$ cat src/pkg/wave_shaping_gain_cfg.svh
// Constants for the wave shaping and gain state register bank
`ifndef WAVE_SHAPING_GAIN_CFG_SVH
`define WAVE_SHAPING_GAIN_CFG_SVH

// Register indices and the byte address base of each register space
`define IDX_GAIN_STATE      8'h2E
`define IDX_WS_CONFIG_ONE   8'h2E
`define IDX_WS_CONFIG_TWO   8'h2F
`define SPACE_A_BASE        12'h000
`define SPACE_B_BASE        12'h100

// Field positions of configuration one
`define CFG1_CONT_BIT       3
`define CFG1_RX_ONLY_BIT    1
`define CFG1_ONOFF_BIT      0
// Field positions of configuration two
`define CFG2_SYM_BIT        5
`define CFG2_SINK_BIT       4
`define CFG2_FILT_MSB       3
`define CFG2_FILT_LSB       0

// Reset values and the gain cut saturation limit
`define CFG1_RESET          8'h00
`define CFG2_RESET          8'h00
`define GAIN_CUT_MAX        4'hF

`endif

$ cat src/pkg/wave_shaping_gain_pkg.sv
// Types shared by the wave shaping and gain state register bank
`default_nettype none
package wave_shaping_gain_pkg;
  typedef logic [3:0]  gain_cut_t;
  typedef logic [11:0] apb_addr_t;
  typedef logic [31:0] apb_data_t;
  typedef enum logic [0:0] {
    BUS_IDLE   = 1'b0,
    BUS_ANSWER = 1'b1
  } bus_state_t;
endpackage
`default_nettype wire

$ cat src/rtl/gain_cut_combiner.sv
// Combines programmed, squelch and AGC gain cut into one saturated total
`timescale 1ns/1ps
`default_nettype none
`include "wave_shaping_gain_cfg.svh"
module gain_cut_combiner (
  // Clock and reset
  input  wire logic                          i_clk,
  input  wire logic                          i_reset_n,
  // Gain cut contributions
  input  wire wave_shaping_gain_pkg::gain_cut_t i_setting,
  input  wire wave_shaping_gain_pkg::gain_cut_t i_squelch,
  input  wire wave_shaping_gain_pkg::gain_cut_t i_agc,
  // Combined total
  output var  wave_shaping_gain_pkg::gain_cut_t o_total
);
  import wave_shaping_gain_pkg::*;

  gain_cut_t next_total;

  // Saturating add keeps the code inside the setting field's range
  function automatic gain_cut_t sat_add(input gain_cut_t a, input gain_cut_t b);
    logic [4:0] sum;
    sum = {1'b0, a} + {1'b0, b};
    sat_add = sum[4] ? `GAIN_CUT_MAX : sum[3:0];
  endfunction

  // Total of all three contributions
  always_comb begin
    next_total = sat_add(sat_add(i_setting, i_squelch), i_agc);
  end

  // Snapshot register
  always_ff @(posedge i_clk) begin
    if (!i_reset_n) begin
      o_total <= 4'h0;
    end else begin
      o_total <= next_total;
    end
  end
endmodule // gain_cut_combiner
`default_nettype wire

$ cat src/rtl/wave_shaping_gain_regs.sv
// APB register bank for receive gain state and active wave shaping setup
`timescale 1ns/1ps
`default_nettype none
`include "wave_shaping_gain_cfg.svh"
module wave_shaping_gain_regs (
  // Clock and reset
  input  wire logic                              I_CLK,
  input  wire logic                              I_RESET_N,
  // APB slave
  input  wire logic                              I_PSEL,
  input  wire logic                              I_PENABLE,
  input  wire logic                              I_PWRITE,
  input  wire wave_shaping_gain_pkg::apb_addr_t  I_PADDR,
  input  wire wave_shaping_gain_pkg::apb_data_t  I_PWDATA,
  output var  wave_shaping_gain_pkg::apb_data_t  O_PRDATA,
  output logic                                   O_PREADY,
  output logic                                   O_PSLVERR,
  // Receive gain contributions, same clock domain
  input  wire wave_shaping_gain_pkg::gain_cut_t  I_AM_GAIN_SETTING_FIELD,
  input  wire wave_shaping_gain_pkg::gain_cut_t  I_PM_GAIN_SETTING_FIELD,
  input  wire wave_shaping_gain_pkg::gain_cut_t  I_AM_SQUELCH_CUT,
  input  wire wave_shaping_gain_pkg::gain_cut_t  I_PM_SQUELCH_CUT,
  input  wire wave_shaping_gain_pkg::gain_cut_t  I_AM_AGC_CUT,
  input  wire wave_shaping_gain_pkg::gain_cut_t  I_PM_AGC_CUT,
  // Transmit timing and mode, same clock domain
  input  wire logic                              I_REGULATOR_SHAPING_MODE,
  input  wire logic                              I_MODULATION_PAUSE,
  input  wire logic                              I_RECEIVE_PERIOD,
  // Wave shaping controls to the analog front end
  output logic                                   O_DRIVER_ON_RF_REGULATOR_SUPPLY,
  output logic                                   O_RF_REGULATOR_CONTINUOUS,
  output logic                                   O_FIELD_ONOFF_SHAPING,
  output logic                                   O_SHAPE_SYMMETRY_SELECT,
  output logic                                   O_STRONG_SINK,
  output logic [3:0]                             O_REFERENCE_FILTER_CONSTANT
);
  import wave_shaping_gain_pkg::*;

  bus_state_t bus_state;
  bus_state_t next_bus_state;
  logic [7:0] cfg_one;
  logic [7:0] next_cfg_one;
  logic [7:0] cfg_two;
  logic [7:0] next_cfg_two;
  apb_data_t  next_prdata;
  logic       next_pready;
  logic       next_pslverr;
  gain_cut_t  am_total_gain_cut;
  gain_cut_t  pm_total_gain_cut;
  logic       next_driver_rf;
  logic       next_cont;
  logic       next_onoff;
  logic       next_sym;
  logic       next_sink;
  logic [3:0] next_filt;
  logic       access;
  logic       hit_gain;
  logic       hit_one;
  logic       hit_two;

  // Byte address of a register index within a space
  function automatic apb_addr_t reg_addr(input apb_addr_t base, input logic [7:0] idx);
    reg_addr = base + {2'b00, idx, 2'b00};
  endfunction

  // AM and PM totals each get their own combiner
  gain_cut_combiner u_am_comb (
    .i_clk     (I_CLK),
    .i_reset_n (I_RESET_N),
    .i_setting (I_AM_GAIN_SETTING_FIELD),
    .i_squelch (I_AM_SQUELCH_CUT),
    .i_agc     (I_AM_AGC_CUT),
    .o_total   (am_total_gain_cut)
  );

  gain_cut_combiner u_pm_comb (
    .i_clk     (I_CLK),
    .i_reset_n (I_RESET_N),
    .i_setting (I_PM_GAIN_SETTING_FIELD),
    .i_squelch (I_PM_SQUELCH_CUT),
    .i_agc     (I_PM_AGC_CUT),
    .o_total   (pm_total_gain_cut)
  );

  // Address decode of the access phase
  assign access   = I_PSEL && I_PENABLE && (bus_state == BUS_IDLE);
  assign hit_gain = (I_PADDR == reg_addr(`SPACE_A_BASE, `IDX_GAIN_STATE));
  assign hit_one  = (I_PADDR == reg_addr(`SPACE_B_BASE, `IDX_WS_CONFIG_ONE));
  assign hit_two  = (I_PADDR == reg_addr(`SPACE_B_BASE, `IDX_WS_CONFIG_TWO));

  // Bus next state; one wait state so every bus output leaves a flip-flop
  always_comb begin
    next_bus_state = BUS_IDLE;
    next_pready    = 1'b0;
    next_pslverr   = 1'b0;
    next_prdata    = 32'h0000_0000;
    next_cfg_one   = cfg_one;
    next_cfg_two   = cfg_two;
    case (bus_state)
      BUS_IDLE: begin
        if (access) begin
          next_bus_state = BUS_ANSWER;
          next_pready    = 1'b1;
          next_pslverr   = !(hit_gain || hit_one || hit_two);
          if (I_PWRITE) begin
            // Reserved bits are dropped so they always read zero
            if (hit_one) begin
              next_cfg_one = I_PWDATA[7:0] & 8'h0B;
            end
            if (hit_two) begin
              next_cfg_two = I_PWDATA[7:0] & 8'h3F;
            end
          end else if (hit_gain) begin
            next_prdata = {24'h00_0000, am_total_gain_cut, pm_total_gain_cut};
          end else if (hit_one) begin
            next_prdata = {24'h00_0000, cfg_one};
          end else if (hit_two) begin
            next_prdata = {24'h00_0000, cfg_two};
          end
        end
      end
      BUS_ANSWER: begin
        next_bus_state = BUS_IDLE;
      end
      default: begin
        next_bus_state = BUS_IDLE;
      end
    endcase
  end

  // Wave shaping controls; all forced inactive unless shaping mode is on
  always_comb begin
    next_driver_rf = 1'b0;
    next_cont      = 1'b0;
    next_onoff     = 1'b0;
    next_sym       = 1'b0;
    next_sink      = 1'b0;
    next_filt      = 4'h0;
    if (I_REGULATOR_SHAPING_MODE) begin
      next_cont  = cfg_one[`CFG1_CONT_BIT];
      next_onoff = cfg_one[`CFG1_ONOFF_BIT];
      next_sym   = cfg_two[`CFG2_SYM_BIT];
      next_sink  = cfg_two[`CFG2_SINK_BIT];
      next_filt  = cfg_two[`CFG2_FILT_MSB:`CFG2_FILT_LSB];
      // The rx-only choice is only safe with the internal regulator bypassed
      if (cfg_one[`CFG1_RX_ONLY_BIT]) begin
        next_driver_rf = I_RECEIVE_PERIOD;
      end else begin
        next_driver_rf = !I_MODULATION_PAUSE;
      end
    end
  end

  // Register all state and outputs
  always_ff @(posedge I_CLK) begin
    if (!I_RESET_N) begin
      bus_state                       <= BUS_IDLE;
      cfg_one                         <= `CFG1_RESET;
      cfg_two                         <= `CFG2_RESET;
      O_PRDATA                        <= 32'h0000_0000;
      O_PREADY                        <= 1'b0;
      O_PSLVERR                       <= 1'b0;
      O_DRIVER_ON_RF_REGULATOR_SUPPLY <= 1'b0;
      O_RF_REGULATOR_CONTINUOUS       <= 1'b0;
      O_FIELD_ONOFF_SHAPING           <= 1'b0;
      O_SHAPE_SYMMETRY_SELECT         <= 1'b0;
      O_STRONG_SINK                   <= 1'b0;
      O_REFERENCE_FILTER_CONSTANT     <= 4'h0;
    end else begin
      bus_state                       <= next_bus_state;
      cfg_one                         <= next_cfg_one;
      cfg_two                         <= next_cfg_two;
      O_PRDATA                        <= next_prdata;
      O_PREADY                        <= next_pready;
      O_PSLVERR                       <= next_pslverr;
      O_DRIVER_ON_RF_REGULATOR_SUPPLY <= next_driver_rf;
      O_RF_REGULATOR_CONTINUOUS       <= next_cont;
      O_FIELD_ONOFF_SHAPING           <= next_onoff;
      O_SHAPE_SYMMETRY_SELECT         <= next_sym;
      O_STRONG_SINK                   <= next_sink;
      O_REFERENCE_FILTER_CONSTANT     <= next_filt;
    end
  end
endmodule // wave_shaping_gain_regs
`default_nettype wire

$ cat config.mk
export PLATFORM = sky130hd
export DESIGN_NAME = wave_shaping_gain_regs
export DESIGN_NICKNAME = d
export VERILOG_FILES = /design/src/pkg/wave_shaping_gain_pkg.sv /design/src/rtl/gain_cut_combiner.sv /design/src/rtl/wave_shaping_gain_regs.sv
export VERILOG_INCLUDE_DIRS = /design/src /design/src/pkg
export SDC_FILE = /design/constraint.sdc
export NUM_CORES = 1
export LEC_CHECK = 0
export BUFFER_PORTS_ARGS = -buffer_cell sky130_fd_sc_hd__buf_2
export CORE_AREA = 2 2 67 133
export CTS_BUF_LIST = sky130_fd_sc_hd__clkbuf_16
export CTS_CLUSTER_SIZE = 12
export DETAILED_ROUTE_END_ITERATION = 10
export DIE_AREA = 0 0 69 135
export HOLD_SLACK_MARGIN = 0.03
export SLEW_MARGIN = 20
export SYNTH_ARGS = -nofsm -noshare
export SYNTH_HDL_FRONTEND = slang
export SYNTH_SLANG_ARGS = --single-unit
export TNS_END_PERCENT = 20
$ cat constraint.sdc
create_clock -name I_CLK -period 2.4 [get_ports I_CLK]
set_clock_uncertainty 0.05 [all_clocks]
set_input_delay 0.12 -clock I_CLK [delete_from_list [all_inputs] [get_ports I_CLK]]
set_output_delay 0.12 -clock I_CLK [all_outputs]
set_load 0.05 [all_outputs]
==> impl_metrics.tcl, run 1 <==
set metrics [dict create \
    crit_arrival_ns 2.35 \
    routed_wl_um 4470 \
    irDropWorstVdd_mv 0.293 \
    clockBufferDepth 2 \
    h-tree-depth 2 \
    grt_usage_pct 9.73 \
    grtUsageMet2_pct 19.9 \
    pin_count 119 \
    p_sw_uw 444 \
    setup_viol 0 \
    syn_area_per_cell_um2 9.15 \
    grt_start_max_net_pins 33 \
    pre_cts_ws_ns -0.206 \
    clkLatencyLatePin_ns 0.28 \
    path_delay_family "adder cells" \
    ys_types 35 \
    antenna_found_initial 0 \
    clock-sinks 36 \
    synthCells 221 \
    fmax_ghz 0.448 \
    busiest_layer "met2" \
    synth_ff_type "dfxtp_1" \
    place_congestion 0.738 \
    period_needed_ns 2.23 \
    cts_buffers 5 \
    maxCapViolations 0 \
    place_inst 392 \
    drc 0 \
    nets 397 \
    finalPower_uw 1580 \
    pwr-share-comb_pct 22.9 \
    synth-seq-cells 36 \
    switching_share_pct 28.1 \
    synth-async-reset-ratio_pct 0 \
    slowest_stage "fa_2" \
    p_seq_share_pct 39.7 \
    finalWorstSetupSlack_ns 0.170 \
    hpwl_um 3720 \
    cp_slowest_stage_delay_ns 0.36 \
    die_area_um2 9320 \
    drv_slew 0 \
    p_int_uw 1130 \
    postCtsHoldBufs 0 \
    ys_seq_area_share_pct 35.6 \
    grtUsageMet1_pct 8.01 \
    layout_common_cells "buf_2 (68), dfxtp_1 (36), nand2_1 (29), conb_1 (24), ha_1 (16)" \
    crit_required_ns 2.52 \
    post-route-period-util_pct 92.9 \
    first_global_vias 1706 \
    dieWidth_um 69 \
    clkTransAtPathRegs_ns 0.05 \
    end_kind "register" \
    synth_area_um2 2020 \
    fill_cells 905 \
    cp_num_buf_inv 2 \
    drt_iter0_markers 59 \
    yosys_warnings 0 \
    finalHoldViolCount 0 \
    cp_max_fo 3 \
    portBuffers 68 \
    wl_per_cell_um 11.2 \
    p_clk_share_pct 37.3 \
    num_antenna_cells 0 \
    cts_root_buf "clkbuf_16" \
    synth_area_leader_cell "dfxtp_1" \
    yosysTopAreaCellShare_pct 35.6 \
    ant_nets 0 \
    fin_setup_tns_ns 0 \
    yosys-top-cells-area "dfxtp_1 (36%), ha_1 (9.9%), buf_4 (8.9%)" \
    fin_cells 399 \
    crit_chain "buf_2 -> ha_1 -> inv_1 -> fa_1 -> nand2b_1 -> a21boi_0 -> or3_1 -> ha_1 -> fa_2 -> a21o_1 -> a21o_1 -> o21a_1" \
    grt_pass1_wl_um 7240 \
    hp-class "in2reg" \
    final_common_cell "buf_2" \
    pwr_density_cell_nw_per_um2 610 \
    initial_core_util_pct 24.6 \
    use_met3_pct 2.76 \
    die_height_um 135 \
    synth_edf_count 0 \
    drt_pass1_iterations 4 \
    syn2layout_area_growth_pct 27.8 \
    crit_type "in2reg" \
    layout-drive-gt1-share_pct 29.6 \
    rsz0062_at_grt "no" \
    status "finished clean" \
    core_um2 8230 \
    p_leak_uw 0.00134 \
    startpoint_type "input pin" \
    num_vias 1747 \
    placementRows 47 \
    vias_per_cell 4.38 \
    grt_overflow 0 \
    cts_tree "done" \
]
## cells by family after synthesis
logic type                 count (synthesis)  share of synthesized area (%)
buffers and inverters                     40                           12.2
other                                      1                          0.185
muxes                                     11                           5.44
and+or+nand+nor                           79                           20.7
DFF                                       36                           35.6
adders and majority gates                 20                           13.9
xor gates and xnor gates                   2                          0.866
AOI/OAI and AO/OA                         32                           11.1
## metrics by stage
step | hold WS (ns) | util [%] | cell area, um2
6_report | 0.0378 | 31.4 | 2590
5_1_grt | 0.0416 | 31.4 | 2590
4_1_cts | 0.0383 | 31.4 | 2580
3_5_place_dp | 0.326 | 29.7 | 2450
3_3_place_gp | 0.327 | 29.7 | 2450
2_1_floorplan | 0.209 | - | 2110
## layer usage
layer  share of wire (%)  wire length (um)
met1                  33              1460
met2                  56              2510
met3                 8.9               399
met4                 2.4               107
met5                   0                 0
## final timing paths
check                          to                        from  cells past startpoint  slack (ns)
min reg2reg           O_PRDATA[7]        u_am_comb.o_total[3]                      2        0.38
min                    cfg_two[2]                 I_PWDATA[2]                      3        0.04
max          u_pm_comb.o_total[2]  I_PM_GAIN_SETTING_FIELD[0]                     12        0.17
max reg2reg            cfg_two[4]                    O_PREADY                      4        0.83
## worst reg2reg max path: stages (launching register included)
cell	delay, ns
dfxtp_1	0.31
nand3b_1	0.16
nor4_1	0.39
nand2_1	0.33
mux2i_1	0.20
## synth_stat cells, types with 2 or more instances
cell type,instances
a31oi_1,2
nor3_1,2
ha_1,16
o31a_1,2
nor2_1,11
a22oi_1,6
or3_1,3
a21boi_0,2
mux2i_1,11
buf_4,24
dfxtp_1,36
a21oi_1,4
clkbuf_1,4
xor2_1,2
nor2b_1,5
nor3_2,3
and3_1,9
a21o_1,6
nand2_1,29
inv_1,11
nand2b_1,8
fa_1,4
o22ai_1,2
nand3b_1,2
o21a_1,7
## sequential cells by signal (all words and copies together), names as in the netlist
| name | cells |
|---|---|
| O_PRDATA | 8 |
| cfg_two | 6 |
| O_REFERENCE_FILTER_CONSTANT | 4 |
| u_am_comb.o_total | 4 |
| u_pm_comb.o_total | 4 |
| cfg_one | 3 |
| O_DRIVER_ON_RF_REGULATOR_SUPPLY | 1 |
| O_FIELD_ONOFF_SHAPING | 1 |
| O_PREADY | 1 |
| O_PSLVERR | 1 |
| O_RF_REGULATOR_CONTINUOUS | 1 |
| O_SHAPE_SYMMETRY_SELECT | 1 |
| O_STRONG_SINK | 1 |
## final cells by class
type | count | area [um2] | area share (%)
tap | 98 | 123 | 4.74
multi-input combinational | 168 | 1150 | 44.3
timing repair buffer | 79 | 423 | 16.4
clock buffer | 5 | 125 | 4.84
inverter | 11 | 41.3 | 1.60
sequential | 36 | 721 | 27.9
clock inverter | 2 | 7.51 | 0.290
## power by group through the flow
stage | combinational [uW] | sequential, uW | clock [uW]
after CTS | 364 | 626 | 607
after global routing | 403 | 628 | 633
after global placement | 354 | 640 | 0
after detailed placement | 361 | 639 | 0
final | 362 | 627 | 589
after floorplan | 277 | 644 | 0
## repair_timing
item	CTS	global route
endpoints found under the setup margin	0	5
resized for setup	0	3
setup buffers	0	0
Power figures use the tool's default switching activity.
==> run 2: changes to the inputs <==
Settings changed: CORE_AREA 2 2 67 133 to 2 2 54 107, DIE_AREA 0 0 69 135 to 0 0 56 109, PLACE_DENSITY set to 0.74.
==> impl_metrics.tcl, run 2 (synthesis gave the netlist of run 1 again) <==
set metrics [dict create \
    met2_length_um 1980 \
    crit_chain "buf_2 -> ha_1 -> inv_1 -> fa_1 -> nand2b_1 -> a21boi_0 -> or3_1 -> ha_1 -> fa_2 -> a21o_1 -> a21o_1 -> o21a_1" \
    vias_per_cell 4.73 \
    irDropWorstVdd_mv 0.628 \
    hpwl_um 3250 \
    wl_met1_um 1720 \
    drv_slew 0 \
    pwr_density_cell_nw_per_um2 630 \
    rsz0062_at_grt "no" \
    wl_per_cell_um 11.4 \
    drt_iter0_markers 75 \
    r2r_slack_ns 0.81 \
    setup_viol 0 \
    initial_core_util_pct 38.0 \
    drc 0 \
    timing.hold.ws_ns 0.0380 \
    largest_reg_flops 8 \
    final_common_cell "buf_2" \
    ff2ff_path_depth 4 \
    nets 392 \
    h-tree-depth 2 \
    grt_overflow 0 \
    cts_buffers 5 \
    die_area_um2 6100 \
    layout-drive-gt1-share_pct 29.3 \
    status "finished clean" \
    clockBufferDepth 2 \
    grt_pass1_wl_um 6730 \
    portBuffers 68 \
    hp-class "in2reg" \
    crit_required_ns 2.52 \
    fmax_ghz 0.439 \
    ant_nets 0 \
    route.top_layer_used "met4" \
    startpoint_type "input pin" \
    cts_root_buf "clkbuf_16" \
    largestRegisters "O_PRDATA: 8 flops, cfg_two: 6 flops" \
    r2r-start "O_PREADY" \
    cp_slowest_stage_delay_ns 0.37 \
    wl_met3_um 314 \
    die_height_um 109 \
    fill_cells 529 \
    first_global_vias 1653 \
    crit_type "in2reg" \
    period_needed_ns 2.28 \
    post-route-period-util_pct 95.0 \
    maxCapViolations 0 \
    grt_usage_pct 13.7 \
    top_register "O_PRDATA" \
    routed_wl_um 4080 \
    min_from "I_PWDATA[5]" \
    num_vias 1688 \
    clkTransAtPathRegs_ns 0.05 \
    place_inst 349 \
    min_to "cfg_two[5]" \
    dieWidth_um 56 \
    placementRows 38 \
    whs_path_depth 3 \
    worstReg2RegEnd "cfg_two[4]" \
    layout_common_cells "buf_2 (68), dfxtp_1 (36), nand2_1 (29), conb_1 (24), ha_1 (16)" \
    syn2layout_area_growth_pct 24.1 \
    clock-sinks 36 \
    end_kind "register" \
    antenna_found_initial 0 \
    finalHoldViolCount 0 \
    drt_pass1_iterations 4 \
    finalPower_uw 1580 \
    cp_max_fo 3 \
    cts_tree "done" \
    core_um2 5330 \
    place_congestion 0.785 \
    grt_start_max_net_pins 33 \
    pin_count 119 \
    fin_cells 357 \
    num_antenna_cells 0 \
    slowest_stage "fa_2" \
    clkLatencyLatePin_ns 0.28 \
    crit_arrival_ns 2.40 \
    p_leak_uw 0.00132 \
]
[run 2: cell type report]
class	instances	area [um2]	share of cell area [%]
Clock buffer	5	125	4.99
Clock inverter	3	13.8	0.548
Inverter	11	41.3	1.65
Multi-Input combinational cell	168	1150	45.8
Sequential cell	36	721	28.7
Tap cell	60	75.1	2.99
Timing Repair Buffer	74	385	15.4
[run 2: power by group]
group / switching [uW] / leakage [uW] / internal, uW
clock network: 226 / 0.0000710 / 376
registers: 5.99 / 0.000293 / 620
logic: 217 / 0.000953 / 137
[run 2: critical path: cells and delay by family]
| family | cells | cell delay, ns |
|---|---|---|
| compound gates | 4 | 0.66 |
| fa+ha+maj | 4 | 0.99 |
| buf+inv | 2 | 0.17 |
| simple gates | 2 | 0.46 |
[run 2: per-stage QoR]
stage / utilization, % / TNS [ns] / instance area, um2 / setup WS [ns]
6_report: 47.1 / 0 / 2510 / 0.121
5_1_grt: 47.1 / 0 / 2510 / 0.0154
4_1_cts: 47.0 / 0 / 2500 / 0.0448
3_5_place_dp: 44.4 / -1.52 / 2360 / -0.246
3_3_place_gp: 44.4 / -0.794 / 2360 / -0.147
2_1_floorplan: - / 0 / 2110 / 0.0451
[run 2: repair_timing]
action                                  CTS  global route
hold buffers                              0             0
gates resized for setup                   0             3
setup buffers                             0             0
endpoints found under the setup margin    0             6
[run 2: layer usage]
metal | up-vias | GRT usage, %
met5 | - | 0
met3 | 9 | 3.20
met1 | 760 | 15.4
met2 | 69 | 24.4
met4 | 0 | 5.61
li1 | 850 | -
[run 2: worst max path at each step]
stage                               startpoint              endpoint  cells past startpoint
finish              I_PM_GAIN_SETTING_FIELD[0]  u_pm_comb.o_total[2]                     12
CTS                 I_PM_GAIN_SETTING_FIELD[0]  u_pm_comb.o_total[2]                     12
floorplan           I_AM_GAIN_SETTING_FIELD[0]  u_am_comb.o_total[2]                     11
detailed placement  I_PM_GAIN_SETTING_FIELD[0]  u_pm_comb.o_total[2]                     12
global placement    I_PM_GAIN_SETTING_FIELD[0]  u_pm_comb.o_total[2]                     12
global route        I_PM_GAIN_SETTING_FIELD[0]  u_pm_comb.o_total[2]                     12
